`src/apspc_pkg.sv`:
```
// Constants, field layout and types of the position controller with address pin sensing.
// Assumes a 250 MHz core clock; the derived cycle counts live in the top-level parameters.
package apspc_pkg;
  localparam int CLK_MHZ = 250;
  localparam int PROBE_DEB_US = 32;
  localparam int PROBE_PERIOD_US = 1024;
  localparam int PROBE_PULSE_US = 128;
  localparam int FLOAT_DEB_MS = 64;
  localparam int STATUS_US = 512;
  localparam int POWERUP_MS = 10;
  localparam int STEP_CYC = 1000;
  localparam logic [3:0] DECEL_STEPS = 4'h8;

  localparam logic [7:0] OFS_CTRL = 8'h00;
  localparam logic [7:0] OFS_MOVE = 8'h04;
  localparam logic [7:0] OFS_POS = 8'h08;
  localparam logic [7:0] OFS_STATUS = 8'h0C;
  localparam logic [7:0] OFS_SECURE_POSITION = 8'h10;

  localparam int CTRL_HALT_BIT = 4;
  localparam int POS_SW_BIT = 16;
  localparam int ST_SW_BIT = 2;
  localparam int ST_MOVING_BIT = 3;
  localparam int ST_SHUTDOWN_BIT = 4;
  localparam int ST_THERM_BIT = 5;
  localparam int ST_READY_BIT = 6;
  localparam int ST_ARMED_BIT = 7;

  localparam logic [1:0] MODE_HALF = 2'b00;
  localparam logic [1:0] MODE_QUARTER = 2'b01;
  localparam logic [1:0] MODE_EIGHTH = 2'b10;
  localparam logic [1:0] MODE_RST = 2'b00;
  localparam logic [10:0] SECURE_POSITION_OFF = 11'h400;
  localparam logic [10:0] SECURE_POSITION_RST = 11'h400;

  typedef enum logic [1:0] {
    PIN_LOW = 2'b00,
    PIN_HIGH = 2'b01,
    PIN_FLOAT = 2'b10
  } apspc_pin_t;
endpackage : apspc_pkg

```
`src/apspc_top.sv`:
```
// Position controller with address pin probing, switch sensing and an APB register slave.
// Assumes APB on clk_in; comparator and fault pins are asynchronous and get synchronised here.
`timescale 1ns/1ps
module apspc_top
  import apspc_pkg::*;
#(
  parameter int PERIOD_CYC = PROBE_PERIOD_US * CLK_MHZ,
  parameter int PULSE_CYC = PROBE_PULSE_US * CLK_MHZ,
  parameter int DEB_CYC = PROBE_DEB_US * CLK_MHZ,
  parameter int FLOAT_CYC = FLOAT_DEB_MS * 1000 * CLK_MHZ,
  parameter int STATUS_CYC = STATUS_US * CLK_MHZ,
  parameter int POWERUP_CYC = POWERUP_MS * 1000 * CLK_MHZ
)(
  input wire logic clk_in,
  input wire logic rst_in,
  input wire logic psel_in,
  input wire logic penable_in,
  input wire logic pwrite_in,
  input wire logic [7:0] paddr_in,
  input wire logic [31:0] pwdata_in,
  input wire logic addr_probe_cmp_in,
  input wire logic switch_probe_cmp_in,
  input wire logic thermal_shutdown_in,
  input wire logic elec_fault_in,
  output logic [31:0] prdata_out,
  output logic pready_out,
  output logic pslverr_out,
  output logic high_side_probe_out,
  output logic low_side_probe_out,
  output logic step_out,
  output logic dir_out,
  output logic bridge_enable_out,
  output logic addr_bit_out,
  output logic addr_float_out
);
  localparam int HALF_CYC = PERIOD_CYC / 2;

  function automatic logic [15:0] wrap_pos(input logic [15:0] p, input logic [1:0] m);
    logic [15:0] r;
    r = p;
    case (m)
      MODE_HALF: r = {{3{p[12]}}, p[12:0]};
      MODE_QUARTER: r = {{2{p[13]}}, p[13:0]};
      MODE_EIGHTH: r = {p[14], p[14:0]};
      default: r = p;
    endcase
    return r;
  endfunction : wrap_pos

  logic [17:0] phase_r;
  logic hs_r;
  logic ls_r;
  logic [23:0] pwr_cnt_r;
  logic ready_r;
  logic [17:0] stat_cnt_r;
  logic [7:0] status_r;
  logic [1:0] mode_r;
  logic [10:0] secure_position_r;
  logic [15:0] act_r;
  logic [15:0] tgt_r;
  logic [15:0] pos_snap_r;
  logic sw_flag_r;
  logic [15:0] step_cnt_r;
  logic halting_r;
  logic [3:0] decel_r;
  logic therm_halt_r;
  logic shutdown_r;
  logic dir_r;
  logic step_r;
  logic bridge_r;
  logic therm_prev_r;
  apspc_pin_t addr_prev_r;
  logic armed_r;
  logic [23:0] float_cnt_r;
  logic addr_bit_r;
  logic addr_float_r;
  logic pready_r;
  logic pslverr_r;
  logic [31:0] prdata_r;

  wire logic hw_deb;
  wire logic sw_deb;
  wire logic therm_lvl;
  wire logic elec_lvl;
  apspc_pin_t addr_state;

  apspc_sync_deb #(.DEB_CYC(DEB_CYC)) u_hw_deb (
    .clk_in(clk_in),
    .rst_in(rst_in),
    .pin_in(addr_probe_cmp_in),
    .level_out(hw_deb)
  );
  apspc_sync_deb #(.DEB_CYC(DEB_CYC)) u_sw_deb (
    .clk_in(clk_in),
    .rst_in(rst_in),
    .pin_in(switch_probe_cmp_in),
    .level_out(sw_deb)
  );
  apspc_sync_deb #(.DEB_CYC(1)) u_therm (
    .clk_in(clk_in),
    .rst_in(rst_in),
    .pin_in(thermal_shutdown_in),
    .level_out(therm_lvl)
  );
  apspc_sync_deb #(.DEB_CYC(1)) u_elec (
    .clk_in(clk_in),
    .rst_in(rst_in),
    .pin_in(elec_fault_in),
    .level_out(elec_lvl)
  );

  // Probe schedule: high side at the start of each period, low side at mid period
  wire logic phase_end = (phase_r == 18'(PERIOD_CYC - 1));
  wire logic hs_win = (phase_r < 18'(PULSE_CYC));
  wire logic ls_win = (phase_r >= 18'(HALF_CYC)) && (phase_r < 18'(HALF_CYC + PULSE_CYC));
  wire logic eval_hs = (phase_r == 18'(PULSE_CYC - 1));
  wire logic eval_ls = (phase_r == 18'(HALF_CYC + PULSE_CYC - 1));
  wire logic eval = eval_hs || eval_ls;

  apspc_pin_fsm u_addr_fsm (
    .clk_in(clk_in),
    .rst_in(rst_in),
    .eval_in(eval),
    .high_side_in(eval_hs),
    .cmp_in(hw_deb),
    .state_out(addr_state)
  );

  // APB decode; one wait state so read data and pready both leave flops
  wire logic apb_acc = psel_in && penable_in && !pready_r;
  wire logic apb_done = psel_in && penable_in && pready_r;
  wire logic wr_en = apb_done && pwrite_in && !pslverr_r;
  wire logic hit_ctrl = (paddr_in == OFS_CTRL);
  wire logic hit_move = (paddr_in == OFS_MOVE);
  wire logic hit_pos = (paddr_in == OFS_POS);
  wire logic hit_status = (paddr_in == OFS_STATUS);
  wire logic hit_secure_position = (paddr_in == OFS_SECURE_POSITION);
  wire logic hit_any = hit_ctrl || hit_move || hit_pos || hit_status || hit_secure_position;
  wire logic [31:0] rd_data =
    hit_ctrl ? {30'h0000_0000, mode_r} :
    hit_move ? {16'h0000, tgt_r} :
    hit_pos ? {15'h0000, sw_flag_r, pos_snap_r} :
    hit_status ? {24'h00_0000, status_r} :
    hit_secure_position ? {21'h00_0000, secure_position_r} : 32'h0000_0000;

  // Motion decisions
  wire logic cmd_ok = ready_r && !therm_lvl && !elec_lvl && !halting_r;
  wire logic [15:0] diff = wrap_pos(tgt_r - act_r, mode_r);
  wire logic moving = (diff != 16'h0000);
  wire logic tick = (step_cnt_r == 16'(STEP_CYC - 1));
  wire logic halt_req = wr_en && hit_ctrl && pwdata_in[CTRL_HALT_BIT] && !halting_r;
  wire logic therm_rise = therm_lvl && !therm_prev_r && !halting_r;
  wire logic step_go = tick && !shutdown_r && ready_r && moving && (!halting_r || (decel_r != 4'h0));
  wire logic halt_done = tick && halting_r && ((decel_r == 4'h0) || !moving);
  wire logic dir_now = halting_r ? dir_r : diff[15];
  wire logic [15:0] act_step = dir_now ? act_r - 16'h0001 : act_r + 16'h0001;
  wire logic sec_enabled = (secure_position_r != SECURE_POSITION_OFF);
  wire logic float_done = (float_cnt_r == 24'(FLOAT_CYC - 1));
  wire logic sec_go = armed_r && float_done && sec_enabled && cmd_ok;
  wire logic move_go = wr_en && hit_move && cmd_ok;
  wire logic lost_pin = (addr_prev_r == PIN_HIGH) && (addr_state == PIN_FLOAT);
  wire logic [15:0] sec_tgt = wrap_pos({{5{secure_position_r[10]}}, secure_position_r}, mode_r);
  wire logic [15:0] tgt_nxt =
    halt_done ? act_r :
    sec_go ? sec_tgt :
    move_go ? wrap_pos(pwdata_in[15:0], mode_r) : tgt_r;
  wire logic shutdown_nxt =
    // A hot part must not leave a halt that was already running with the bridges on
    (halt_done && (therm_halt_r || therm_lvl)) ? 1'b1 :
    (sec_go || move_go) ? 1'b0 : shutdown_r;
  wire logic [7:0] status_live = {armed_r, ready_r, therm_lvl, shutdown_r, moving, sw_flag_r, addr_state};

  always_ff @(posedge clk_in or posedge rst_in)
  begin
    if (rst_in)
    begin
      phase_r <= 18'h0_0000;
      hs_r <= 1'b0;
      ls_r <= 1'b0;
    end
    else
    begin
      phase_r <= phase_end ? 18'h0_0000 : phase_r + 18'h0_0001;
      hs_r <= hs_win;
      ls_r <= ls_win;
    end
  end

  // Power-up phase and periodic status refresh
  always_ff @(posedge clk_in or posedge rst_in)
  begin
    if (rst_in)
    begin
      pwr_cnt_r <= 24'h00_0000;
      ready_r <= 1'b0;
      stat_cnt_r <= 18'h0_0000;
      status_r <= 8'h00;
    end
    else
    begin
      if (pwr_cnt_r == 24'(POWERUP_CYC - 1))
        ready_r <= 1'b1;
      else
        pwr_cnt_r <= pwr_cnt_r + 24'h00_0001;
      if (stat_cnt_r == 18'(STATUS_CYC - 1))
      begin
        stat_cnt_r <= 18'h0_0000;
        status_r <= status_live;
      end
      else
        stat_cnt_r <= stat_cnt_r + 18'h0_0001;
    end
  end

  // Switch flag and position are captured together, only at probe pulse ends
  always_ff @(posedge clk_in or posedge rst_in)
  begin
    if (rst_in)
    begin
      sw_flag_r <= 1'b0;
      pos_snap_r <= 16'h0000;
    end
    else if (eval)
    begin
      sw_flag_r <= sw_deb;
      pos_snap_r <= act_r;
    end
  end

  // Secure move: only a loss after a resolved High counts, and only after long float
  always_ff @(posedge clk_in or posedge rst_in)
  begin
    if (rst_in)
    begin
      addr_prev_r <= PIN_FLOAT;
      armed_r <= 1'b0;
      float_cnt_r <= 24'h00_0000;
    end
    else
    begin
      addr_prev_r <= addr_state;
      if (lost_pin)
      begin
        armed_r <= 1'b1;
        float_cnt_r <= 24'h00_0000;
      end
      else if (addr_state != PIN_FLOAT || (armed_r && float_done && (sec_go || !sec_enabled)))
      begin
        armed_r <= 1'b0;
        float_cnt_r <= 24'h00_0000;
      end
      else if (armed_r && !float_done)
        float_cnt_r <= float_cnt_r + 24'h00_0001;
    end
  end

  // Motion engine; a gentle halt runs a deceleration tail of up to DECEL_STEPS steps, ending early once the target is reached
  always_ff @(posedge clk_in or posedge rst_in)
  begin
    if (rst_in)
    begin
      act_r <= 16'h0000;
      tgt_r <= 16'h0000;
      step_cnt_r <= 16'h0000;
      halting_r <= 1'b0;
      decel_r <= 4'h0;
      therm_halt_r <= 1'b0;
      shutdown_r <= 1'b1;
      dir_r <= 1'b0;
      step_r <= 1'b0;
      bridge_r <= 1'b0;
      therm_prev_r <= 1'b0;
    end
    else
    begin
      therm_prev_r <= therm_lvl;
      step_cnt_r <= tick ? 16'h0000 : step_cnt_r + 16'h0001;
      step_r <= step_go;
      tgt_r <= tgt_nxt;
      shutdown_r <= shutdown_nxt;
      bridge_r <= !shutdown_r;
      if (step_go)
      begin
        act_r <= wrap_pos(act_step, mode_r);
        dir_r <= dir_now;
      end
      if (halt_req || therm_rise)
      begin
        halting_r <= 1'b1;
        decel_r <= DECEL_STEPS;
        therm_halt_r <= therm_rise;
      end
      else if (halt_done)
      begin
        halting_r <= 1'b0;
        therm_halt_r <= 1'b0;
      end
      else if (step_go && halting_r)
        decel_r <= decel_r - 4'h1;
    end
  end

  // Registers and APB answer
  always_ff @(posedge clk_in or posedge rst_in)
  begin
    if (rst_in)
    begin
      mode_r <= MODE_RST;
      secure_position_r <= SECURE_POSITION_RST;
      pready_r <= 1'b0;
      pslverr_r <= 1'b0;
      prdata_r <= 32'h0000_0000;
      addr_bit_r <= 1'b0;
      addr_float_r <= 1'b1;
    end
    else
    begin
      pready_r <= apb_acc;
      pslverr_r <= apb_acc && !hit_any;
      prdata_r <= (apb_acc && !pwrite_in) ? rd_data : 32'h0000_0000;
      if (wr_en && hit_ctrl)
        mode_r <= pwdata_in[1:0];
      if (wr_en && hit_secure_position)
        secure_position_r <= pwdata_in[10:0];
      addr_bit_r <= (addr_state == PIN_HIGH);
      addr_float_r <= (addr_state == PIN_FLOAT);
    end
  end

  assign prdata_out = prdata_r;
  assign pready_out = pready_r;
  assign pslverr_out = pslverr_r;
  assign high_side_probe_out = hs_r;
  assign low_side_probe_out = ls_r;
  assign step_out = step_r;
  assign dir_out = dir_r;
  assign bridge_enable_out = bridge_r;
  assign addr_bit_out = addr_bit_r;
  assign addr_float_out = addr_float_r;

  a_probe_exclusive: assert property (@(posedge clk_in) disable iff (rst_in) !(hs_r && ls_r))
    else $error("Both probe switches closed");
  a_hs_to_low: assert property (@(posedge clk_in) disable iff (rst_in) eval_hs && hw_deb |=> addr_state == PIN_LOW)
    else $error("High-side hit did not give Low");
  a_ls_to_high: assert property (@(posedge clk_in) disable iff (rst_in) eval_ls && hw_deb |=> addr_state == PIN_HIGH)
    else $error("Low-side hit did not give High");
  a_addr_bit_map: assert property (@(posedge clk_in) disable iff (rst_in)
    addr_state == PIN_HIGH |=> addr_bit_out && !addr_float_out)
    else $error("High state not shown as bit one");
  a_pair_latched: assert property (@(posedge clk_in) disable iff (rst_in)
    eval |=> pos_snap_r == $past(act_r) && sw_flag_r == $past(sw_deb))
    else $error("Switch and position pair not captured together");
  a_pair_stable: assert property (@(posedge clk_in) disable iff (rst_in) !eval |=> $stable(pos_snap_r))
    else $error("Position snapshot moved between probe pulses");
  a_secure_disabled: assert property (@(posedge clk_in) disable iff (rst_in)
    secure_position_r == SECURE_POSITION_OFF && armed_r && float_done && !move_go && !halt_done
    |=> tgt_r == $past(tgt_r) && !armed_r)
    else $error("Secure move while disabled");
  a_halt_target: assert property (@(posedge clk_in) disable iff (rst_in) halt_done |=> tgt_r == $past(act_r))
    else $error("Target not loaded at halt end");
  a_no_step_early: assert property (@(posedge clk_in) disable iff (rst_in) !ready_r |=> !step_out)
    else $error("Step during power-up");
  a_bridge_off: assert property (@(posedge clk_in) disable iff (rst_in) shutdown_r [*2] |-> !bridge_enable_out)
    else $error("Bridges enabled in shutdown");
  a_therm_shutdown: assert property (@(posedge clk_in) disable iff (rst_in)
    halt_done && therm_halt_r |=> shutdown_r)
    else $error("Thermal halt did not enter shutdown");
endmodule : apspc_top

```
`src/apspc_sync_deb.sv`:
```
// Two-flop synchroniser followed by a stability debounce.
// Assumes the pin is asynchronous to clk_in; DEB_CYC must fit 16 bits.
`timescale 1ns/1ps
module apspc_sync_deb #(
  parameter int DEB_CYC = 1
)(
  input wire logic clk_in,
  input wire logic rst_in,
  input wire logic pin_in,
  output logic level_out
);
  logic [1:0] sync_r;
  logic [15:0] cnt_r;
  logic level_r;

  // The first stage feeds only the second stage
  always_ff @(posedge clk_in or posedge rst_in)
  begin
    if (rst_in)
    begin
      sync_r <= 2'b00;
      cnt_r <= 16'h0000;
      level_r <= 1'b0;
    end
    else
    begin
      sync_r <= {sync_r[0], pin_in};
      if (sync_r[1] == level_r)
        cnt_r <= 16'h0000;
      else if (cnt_r == 16'(DEB_CYC - 1))
      begin
        level_r <= sync_r[1];
        cnt_r <= 16'h0000;
      end
      else
        cnt_r <= cnt_r + 16'h0001;
    end
  end

  assign level_out = level_r;
endmodule : apspc_sync_deb

```
`src/apspc_pin_fsm.sv`:
```
// Three-state interpreter of the address pin comparator.
// Assumes eval_in pulses once at the end of each probe pulse with a debounced comparator.
`timescale 1ns/1ps
module apspc_pin_fsm
  import apspc_pkg::*;
(
  input wire logic clk_in,
  input wire logic rst_in,
  input wire logic eval_in,
  input wire logic high_side_in,
  input wire logic cmp_in,
  output apspc_pin_t state_out
);
  apspc_pin_t state_r;
  apspc_pin_t state_nxt;

  always_comb
  begin
    state_nxt = state_r;
    if (eval_in)
    begin
      case (state_r)
        PIN_LOW:
          if (high_side_in)
            state_nxt = cmp_in ? PIN_LOW : PIN_FLOAT;
          else
            state_nxt = cmp_in ? PIN_HIGH : PIN_LOW;
        PIN_HIGH:
          if (high_side_in)
            state_nxt = cmp_in ? PIN_LOW : PIN_HIGH;
          else
            state_nxt = cmp_in ? PIN_HIGH : PIN_FLOAT;
        PIN_FLOAT:
          if (high_side_in)
            state_nxt = cmp_in ? PIN_LOW : PIN_FLOAT;
          else
            state_nxt = cmp_in ? PIN_HIGH : PIN_FLOAT;
        default:
          state_nxt = PIN_FLOAT;
      endcase
    end
  end

  // Starts unresolved so that reset alone never looks like a lost pin
  always_ff @(posedge clk_in or posedge rst_in)
  begin
    if (rst_in)
      state_r <= PIN_FLOAT;
    else
      state_r <= state_nxt;
  end

  assign state_out = state_r;
endmodule : apspc_pin_fsm

```
`config.mk`:
```
export PLATFORM = sky130hd
export DESIGN_NAME = apspc_top
export DESIGN_NICKNAME = d
export VERILOG_FILES = /design/src/apspc_pkg.sv /design/src/apspc_top.sv /design/src/apspc_sync_deb.sv /design/src/apspc_pin_fsm.sv
export SDC_FILE = /design/constraint.sdc
export NUM_CORES = 1
export LEC_CHECK = 0
export ABC_CLOCK_PERIOD_IN_PS = 19800
export BUFFER_PORTS_ARGS = -buffer_cell sky130_fd_sc_hd__buf_4
export CAP_MARGIN = 5
export CORE_ASPECT_RATIO = 0.5
export CORE_UTILIZATION = 55
export DETAILED_ROUTE_END_ITERATION = 10
export PLACE_DENSITY = 0.73
export REMOVE_ABC_BUFFERS = 1
export SLEW_MARGIN = 20
export SYNTH_ARGS = -nofsm -noshare
export SYNTH_HDL_FRONTEND = slang
export SYNTH_SLANG_ARGS = --single-unit
```
`constraint.sdc`:
```
create_clock -name clk_in -period 19.8 [get_ports clk_in]
set_input_delay 0 -clock clk_in [delete_from_list [all_inputs] [get_ports clk_in]]
set_output_delay 0 -clock clk_in [all_outputs]
set_load 0.01 [all_outputs]
```
; Yosys cells after proc, flatten, opt, wreduce, memory -nomap -nowiden
; Cells that the tools add are included.
[totals]
romBits = 0
output_inout_bits = 41
ram_bits = 0
memories = 0
inputBits = 49
register_bits = 286
latch_bits = 0
[op_classes]
multipliers = 0
n_mux = 46
add_sub_neg = 13
bitwise = 4
shifts = 0
magnitude_cmp = 3
n_reduce_logical = 76
n_div = 0
eq_ne = 25
[op_table]
columns = operator, count
row1 = $mux 16, 13
row2 = $pmux 16 s3, 3
row3 = $add 16x1->16 const B, 6
row4 = $mux 24, 3
row5 = $mux 17, 4
row6 = $add 24x1->24 const B, 2
row7 = $add 18x1->18 const B, 2
row8 = $eq 18x18->1 const B, 2
row9 = $mux 18, 2
row10 = $logic_and 1x1->1, 33
row11 = $eq 16x13->1 const B, 2
row12 = $logic_not 16->1, 2
row13 = $eq 24x22->1 const B, 1
row14 = $eq 24x24->1 const B, 1
row15 = $mux 11, 2
row16 = $eq 18x15->1 const B, 1
row17 = $eq 18x17->1 const B, 1
row18 = $ge 18x17->1 const B, 1
row19 = $lt 18x15->1 const B, 1
row20 = $lt 18x18->1 const B, 1
row21 = $eq 16x10->1 const B, 1
row22 = $eq 8x4->1 const B, 2
row23 = $reduce_bool 16->1, 1
row24 = $sub 16x1->16 const B, 1
row25 = other kinds (24), 79

; Longest topological paths before layout
[depth]
ltp_word = 10
mapped_depth = 21
ltp_nobuf = 21

; By module
; Synthesis repeated with hierarchy kept, for this count alone.
[hier_totals]
cells_unflattened = 1542
area_unflattened_um2 = 15322.2
[by_module_without_submodules]
columns = module, cells_each, seq_area_each_um2, area_each_um2, instances
row1 = apspc_top, 1177, 5210.0, 11582.4, 1
row2 = apspc_sync_deb at u_elec ..., 88, 475.5, 902.1, 2
row3 = apspc_sync_deb at u_hw_deb ..., 86, 475.5, 894.6, 2
row4 = apspc_pin_fsm, 17, 51.3, 146.4, 1

; Worst setup path before layout
; Ideal clock, no wire load.
[synth_path]
path_type = flip-flop to flip-flop
startpoint = register act_r[0]
endpoint = register act_r[15]
slack_ns = 14.772
setup_time_ns = 0.087
n_path_buf = 0
t_arrival_ns = 4.941
stages_incl_launch_ff = 21
t_required_ns = 19.713
path_cell_list = dfrtp_1 -> ha_1 -> inv_1 -> fa_1 -> a21oi_1 -> nor2_1 -> o21ai_0 -> a21oi_1 -> o211ai_1 -> nor4bb_1 -> or2_2 -> ha_1 -> and3_1 -> a211oi_1 -> a21oi_1 -> o2111ai_1 -> a21oi_1 -> a31oi_1 -> nor3_1 -> or4bb_1 -> o211ai_1
[synth_between]
elab_chain_len = 5
word_cells_on_any_way = 10
classes_between = add/sub: 3 / mux: 4 / reduce/logical: 3
[synth_lines]
columns = element, line_no
row1 = "start, declared", apspc_top.sv:59  ; logic [15:0] act_r;
row2 = "start signal, assigned", apspc_top.sv:284  ; act_r <= wrap_pos(act_step, mode_r);
row3 = $sub 16x16->16, apspc_top.sv:148  ; wire logic [15:0] diff = wrap_pos(tgt_r - act_r, mode_r);
row4 = $pmux 16 s3, apspc_top.sv:41  ; case (m)
row5 = $mux 1, apspc_top.sv:155  ; wire logic dir_now = halting_r ? dir_r : diff[15];
row6 = net dir_now, apspc_top.sv:155
row7 = $mux 16, apspc_top.sv:156  ; wire logic [15:0] act_step = dir_now ? act_r - 16'h0001 : act_r + 16'h0001;
row8 = $pmux 16 s3, apspc_top.sv:41
; The timed path passes the listed nets, and every way through them passes these cells.
; A chain may end at the register's enable or synchronous reset.

; Worst setup path after layout
; Ends and elaborated chain as after synthesis.

==> results_dict.tcl <==
set metrics [dict create \
    count_of_unresolved_drc_violations_after_routing 8 \
    cts.sink_count 286 \
    syn_area_um2 14800 \
    r2r-start "act_r[0]" \
    boundaryPins 90 \
    fin_util_pct 64.5 \
    clock_tree_from_tritoncts "yes" \
    worst_r2r_path_depth 20 \
    total_routing_usage_reported_by_global_routing_pct 24.1 \
    min_path_type "in -> reg" \
    peakVddDrop_v 0.0000524 \
    post_drt_via_cell_ratio 5.77 \
    routedWlPerCell_um 16.8 \
    failing_checks "design-rule violations" \
    cp_data_required_time_ns 20.25 \
    timing.critical_path.arrival_ns 6.88 \
    synth_top_cell_by_area "sky130_fd_sc_hd__dfrtp_1" \
    ys_seq_elements 286 \
    period_minus_slack_ns 6.43 \
    area_delta_synth_final_pct 12.7 \
    critical_path.startpoint "act_r[0]" \
    post_synth_num_cell_types 71 \
    drive_above_1_share_pct 10.5 \
    grt_start_max_net_pins 137 \
    timing.final.ws_setup_ns 13.37 \
    power_density_nw_per_um2 68.7 \
    fin_nets 1676 \
    critical_path.reg2reg.endpoint "act_r[15]" \
    area.sequential_um2 7160 \
    netlist_top_cells_count "sky130_fd_sc_hd__dfrtp_1, sky130_fd_sc_hd__nor2_1, sky130_fd_sc_hd__nand2_1" \
    ys_dominant_reg_cell "sky130_fd_sc_hd__dfrtp_1" \
    path_max_fanout 18 \
    yosys.cell_count.top_type "sky130_fd_sc_hd__dfrtp_1" \
    grt_pass1_wl_um 54500 \
    antenna_violations_before_repair 0 \
    endpoint_kind "flop" \
    final.setup.tns_ns 0 \
    firstDrtPassIters 8 \
    cellLeakagePower_nw 7.52 \
    initial_utilization_pct 57.2 \
    htree_num_levels 1 \
    synthesis.instances 1501 \
    floorplan.rows 41 \
    run_status "complete, but fails checks" \
    start_kind "flop" \
    die_h_um 118 \
    post-route-period-util_pct 32.5 \
    critical_path_class "reg -> reg" \
    synth_async_sr_flop_share_pct 100 \
    hold_crit_depth 4 \
    globalRouteOverflowTotal 0 \
    worst_skew_pair.late_latency_ns 0.53 \
    routed_wire_length_um 32600 \
    vias 11200 \
    synth_top_area_share_pct 47.6 \
    ys_seq_area_share_pct 48.5 \
    tightestPinTransition_ns 1.13 \
    place.detailed.hpwl_um 22900 \
    edff_count_synth 0 \
    clock_tree_root "sky130_fd_sc_hd__clkbuf_16" \
    core_region_area_um2 25800 \
    worstHoldEndpoint "prdata_out[0]" \
    post_route_antenna_net_violation_count 0 \
    maximum_frequency_from_static_timing_analysis_mhz 156 \
    multi_input_comb_area_um2 7180 \
    placement.io_buffers 58 \
    die_width_um 234 \
    detail_route.iter0.violations 892 \
    cts.path.max_buffers 3 \
    dieArea_um2 27600 \
    antenna_cells_inserted 0 \
    final_hold_viol_count 0 \
    setup.reg_to_reg.worst_slack_ns 13.37 \
    cts_buffers 26 \
    rsz0062_at_grt "false" \
    clk_transition_reported_paths_ns 0.07 \
    syn_area_per_cell_um2 9.84 \
    timing.final.max_slew_violations 0 \
    setup_violations 0 \
    global_placement_routability_congestion 0.924 \
    num-fill-cells 2065 \
    grt_pass1_vias 11000 \
    final.setup_skew_ns 0.0112 \
    worst_slew_margin_rel_pct 24.3 \
    synth_warnings 0 \
    dp_slack_ns 13.55 \
    drv_cap 0 \
    ys_top_cells_by_area "sky130_fd_sc_hd__dfrtp_1, sky130_fd_sc_hd__xor2_1, sky130_fd_sc_hd__nor2_1" \
    min-delay-start "paddr_in[3]" \
]
[placed cells by master, fill, tap and decap left out, types with 55 or more instances in the layout]
cell type / instances
sky130_fd_sc_hd__xnor2_1: 79
sky130_fd_sc_hd__dfrtp_1: 281
sky130_fd_sc_hd__a21oi_1: 58
sky130_fd_sc_hd__nor2_1: 186
sky130_fd_sc_hd__o21ai_0: 68
sky130_fd_sc_hd__nand2_1: 127
sky130_fd_sc_hd__xor2_1: 82
sky130_fd_sc_hd__buf_4: 67
sky130_fd_sc_hd__inv_1: 55
sky130_fd_sc_hd__nand3_1: 77
[worst max-delay path, cell delays in order, from the launching register on]
cell and delay [ns]:
sky130_fd_sc_hd__dfrtp_1 0.57, sky130_fd_sc_hd__ha_1 0.23, sky130_fd_sc_hd__inv_1 0.05, sky130_fd_sc_hd__fa_1 0.42, sky130_fd_sc_hd__a21oi_1 0.22, sky130_fd_sc_hd__nor2_1 0.11, sky130_fd_sc_hd__o21ai_0 0.39, sky130_fd_sc_hd__a21oi_1 0.17
sky130_fd_sc_hd__o211ai_1 0.22, sky130_fd_sc_hd__nor4bb_1 0.65, sky130_fd_sc_hd__or2_2 0.48, sky130_fd_sc_hd__ha_1 0.36, sky130_fd_sc_hd__and3_1 0.19, sky130_fd_sc_hd__a211oi_1 0.47, sky130_fd_sc_hd__a21oi_1 0.19, sky130_fd_sc_hd__o2111ai_1 0.38
sky130_fd_sc_hd__a21oi_1 0.17, sky130_fd_sc_hd__a31oi_1 0.36, sky130_fd_sc_hd__nor3_1 0.09, sky130_fd_sc_hd__or4bb_1 0.52, sky130_fd_sc_hd__o211ai_1 0.09
[layer usage]
metal  vias to the layer above  GRT usage, %  routed length, um
met1                      5533          34.2              15200
met5                         -             0                  0
met4                         0          4.87                528
met3                        49          3.66               1600
li1                       5369             -                  -
met2                       264          39.4              15200
[worst max-delay path by stage]
stage,to,depth (start not counted)
detailed placement,act_r[15],20
finish,act_r[15],20
CTS,act_r[15],20
global placement,act_r[15],20
global route,act_r[15],20
floorplan,act_r[0],1
[power breakdown]
| group | total, mW | switching [mW] | leakage [nW] | internal [mW] |
|---|---|---|---|---|
| combinational | 0.0291 | 0.0192 | 3.25 | 0.00995 |
| clock | 0.526 | 0.218 | 0.453 | 0.308 |
| sequential | 0.589 | 0.00212 | 3.81 | 0.587 |
[kinds of logic (layout without fill, tap and decap cells)]
family | after synthesis | count (layout) | synth area share (%)
mux | 60 | 60 | 4.35
compound gates | 239 | 239 | 10.5
flops | 286 | 286 | 48.5
buf+inv | 111 | 194 | 3.28
xor+xnor | 161 | 161 | 9.55
fa+ha+maj | 48 | 48 | 4.17
simple gates | 595 | 595 | 19.6
other cells | 1 | 15 | 0.0254
[final cells by class]
cell class | count | area share, %
well taps | 344 | 2.59
repair buffers | 91 | 4.50
multi-input cells | 1118 | 43.2
inverters | 56 | 1.31
clock buffers | 39 | 4.87
clock inverters | 8 | 0.541
flip-flops and latches | 286 | 43.0
[registers in the layout, indices dropped and copies added (netlist names), 17 cells and up]
signal / count
phase_r: 18
prdata_out: 17
stat_cnt_r: 18
pwr_cnt_r: 24
float_cnt_r: 24
[metrics by stage]
stage | cells | power [mW] | instance area, um^2 | hold WS (ns)
final | 1942 | 1.14 | 16600 | 0.0278
after CTS | 1942 | 1.15 | 16600 | 0.0101
after global placement | 1871 | 0.625 | 15500 | 0.110
after floorplan | 1460 | 0.614 | 14600 | 0.0314
after global routing | 1942 | 1.19 | 16600 | 0.0369
after detailed placement | 1872 | 0.626 | 15500 | 0.111
[what timing repair did]
action | 4_1_cts | 5_1_grt
hold buffers | 23 | 0
endpoints found under the hold margin | 168 | 0
resized for setup | 0 | 0
setup buffers | 0 | 0
Note: power is estimated with default switching activity, not from simulation.
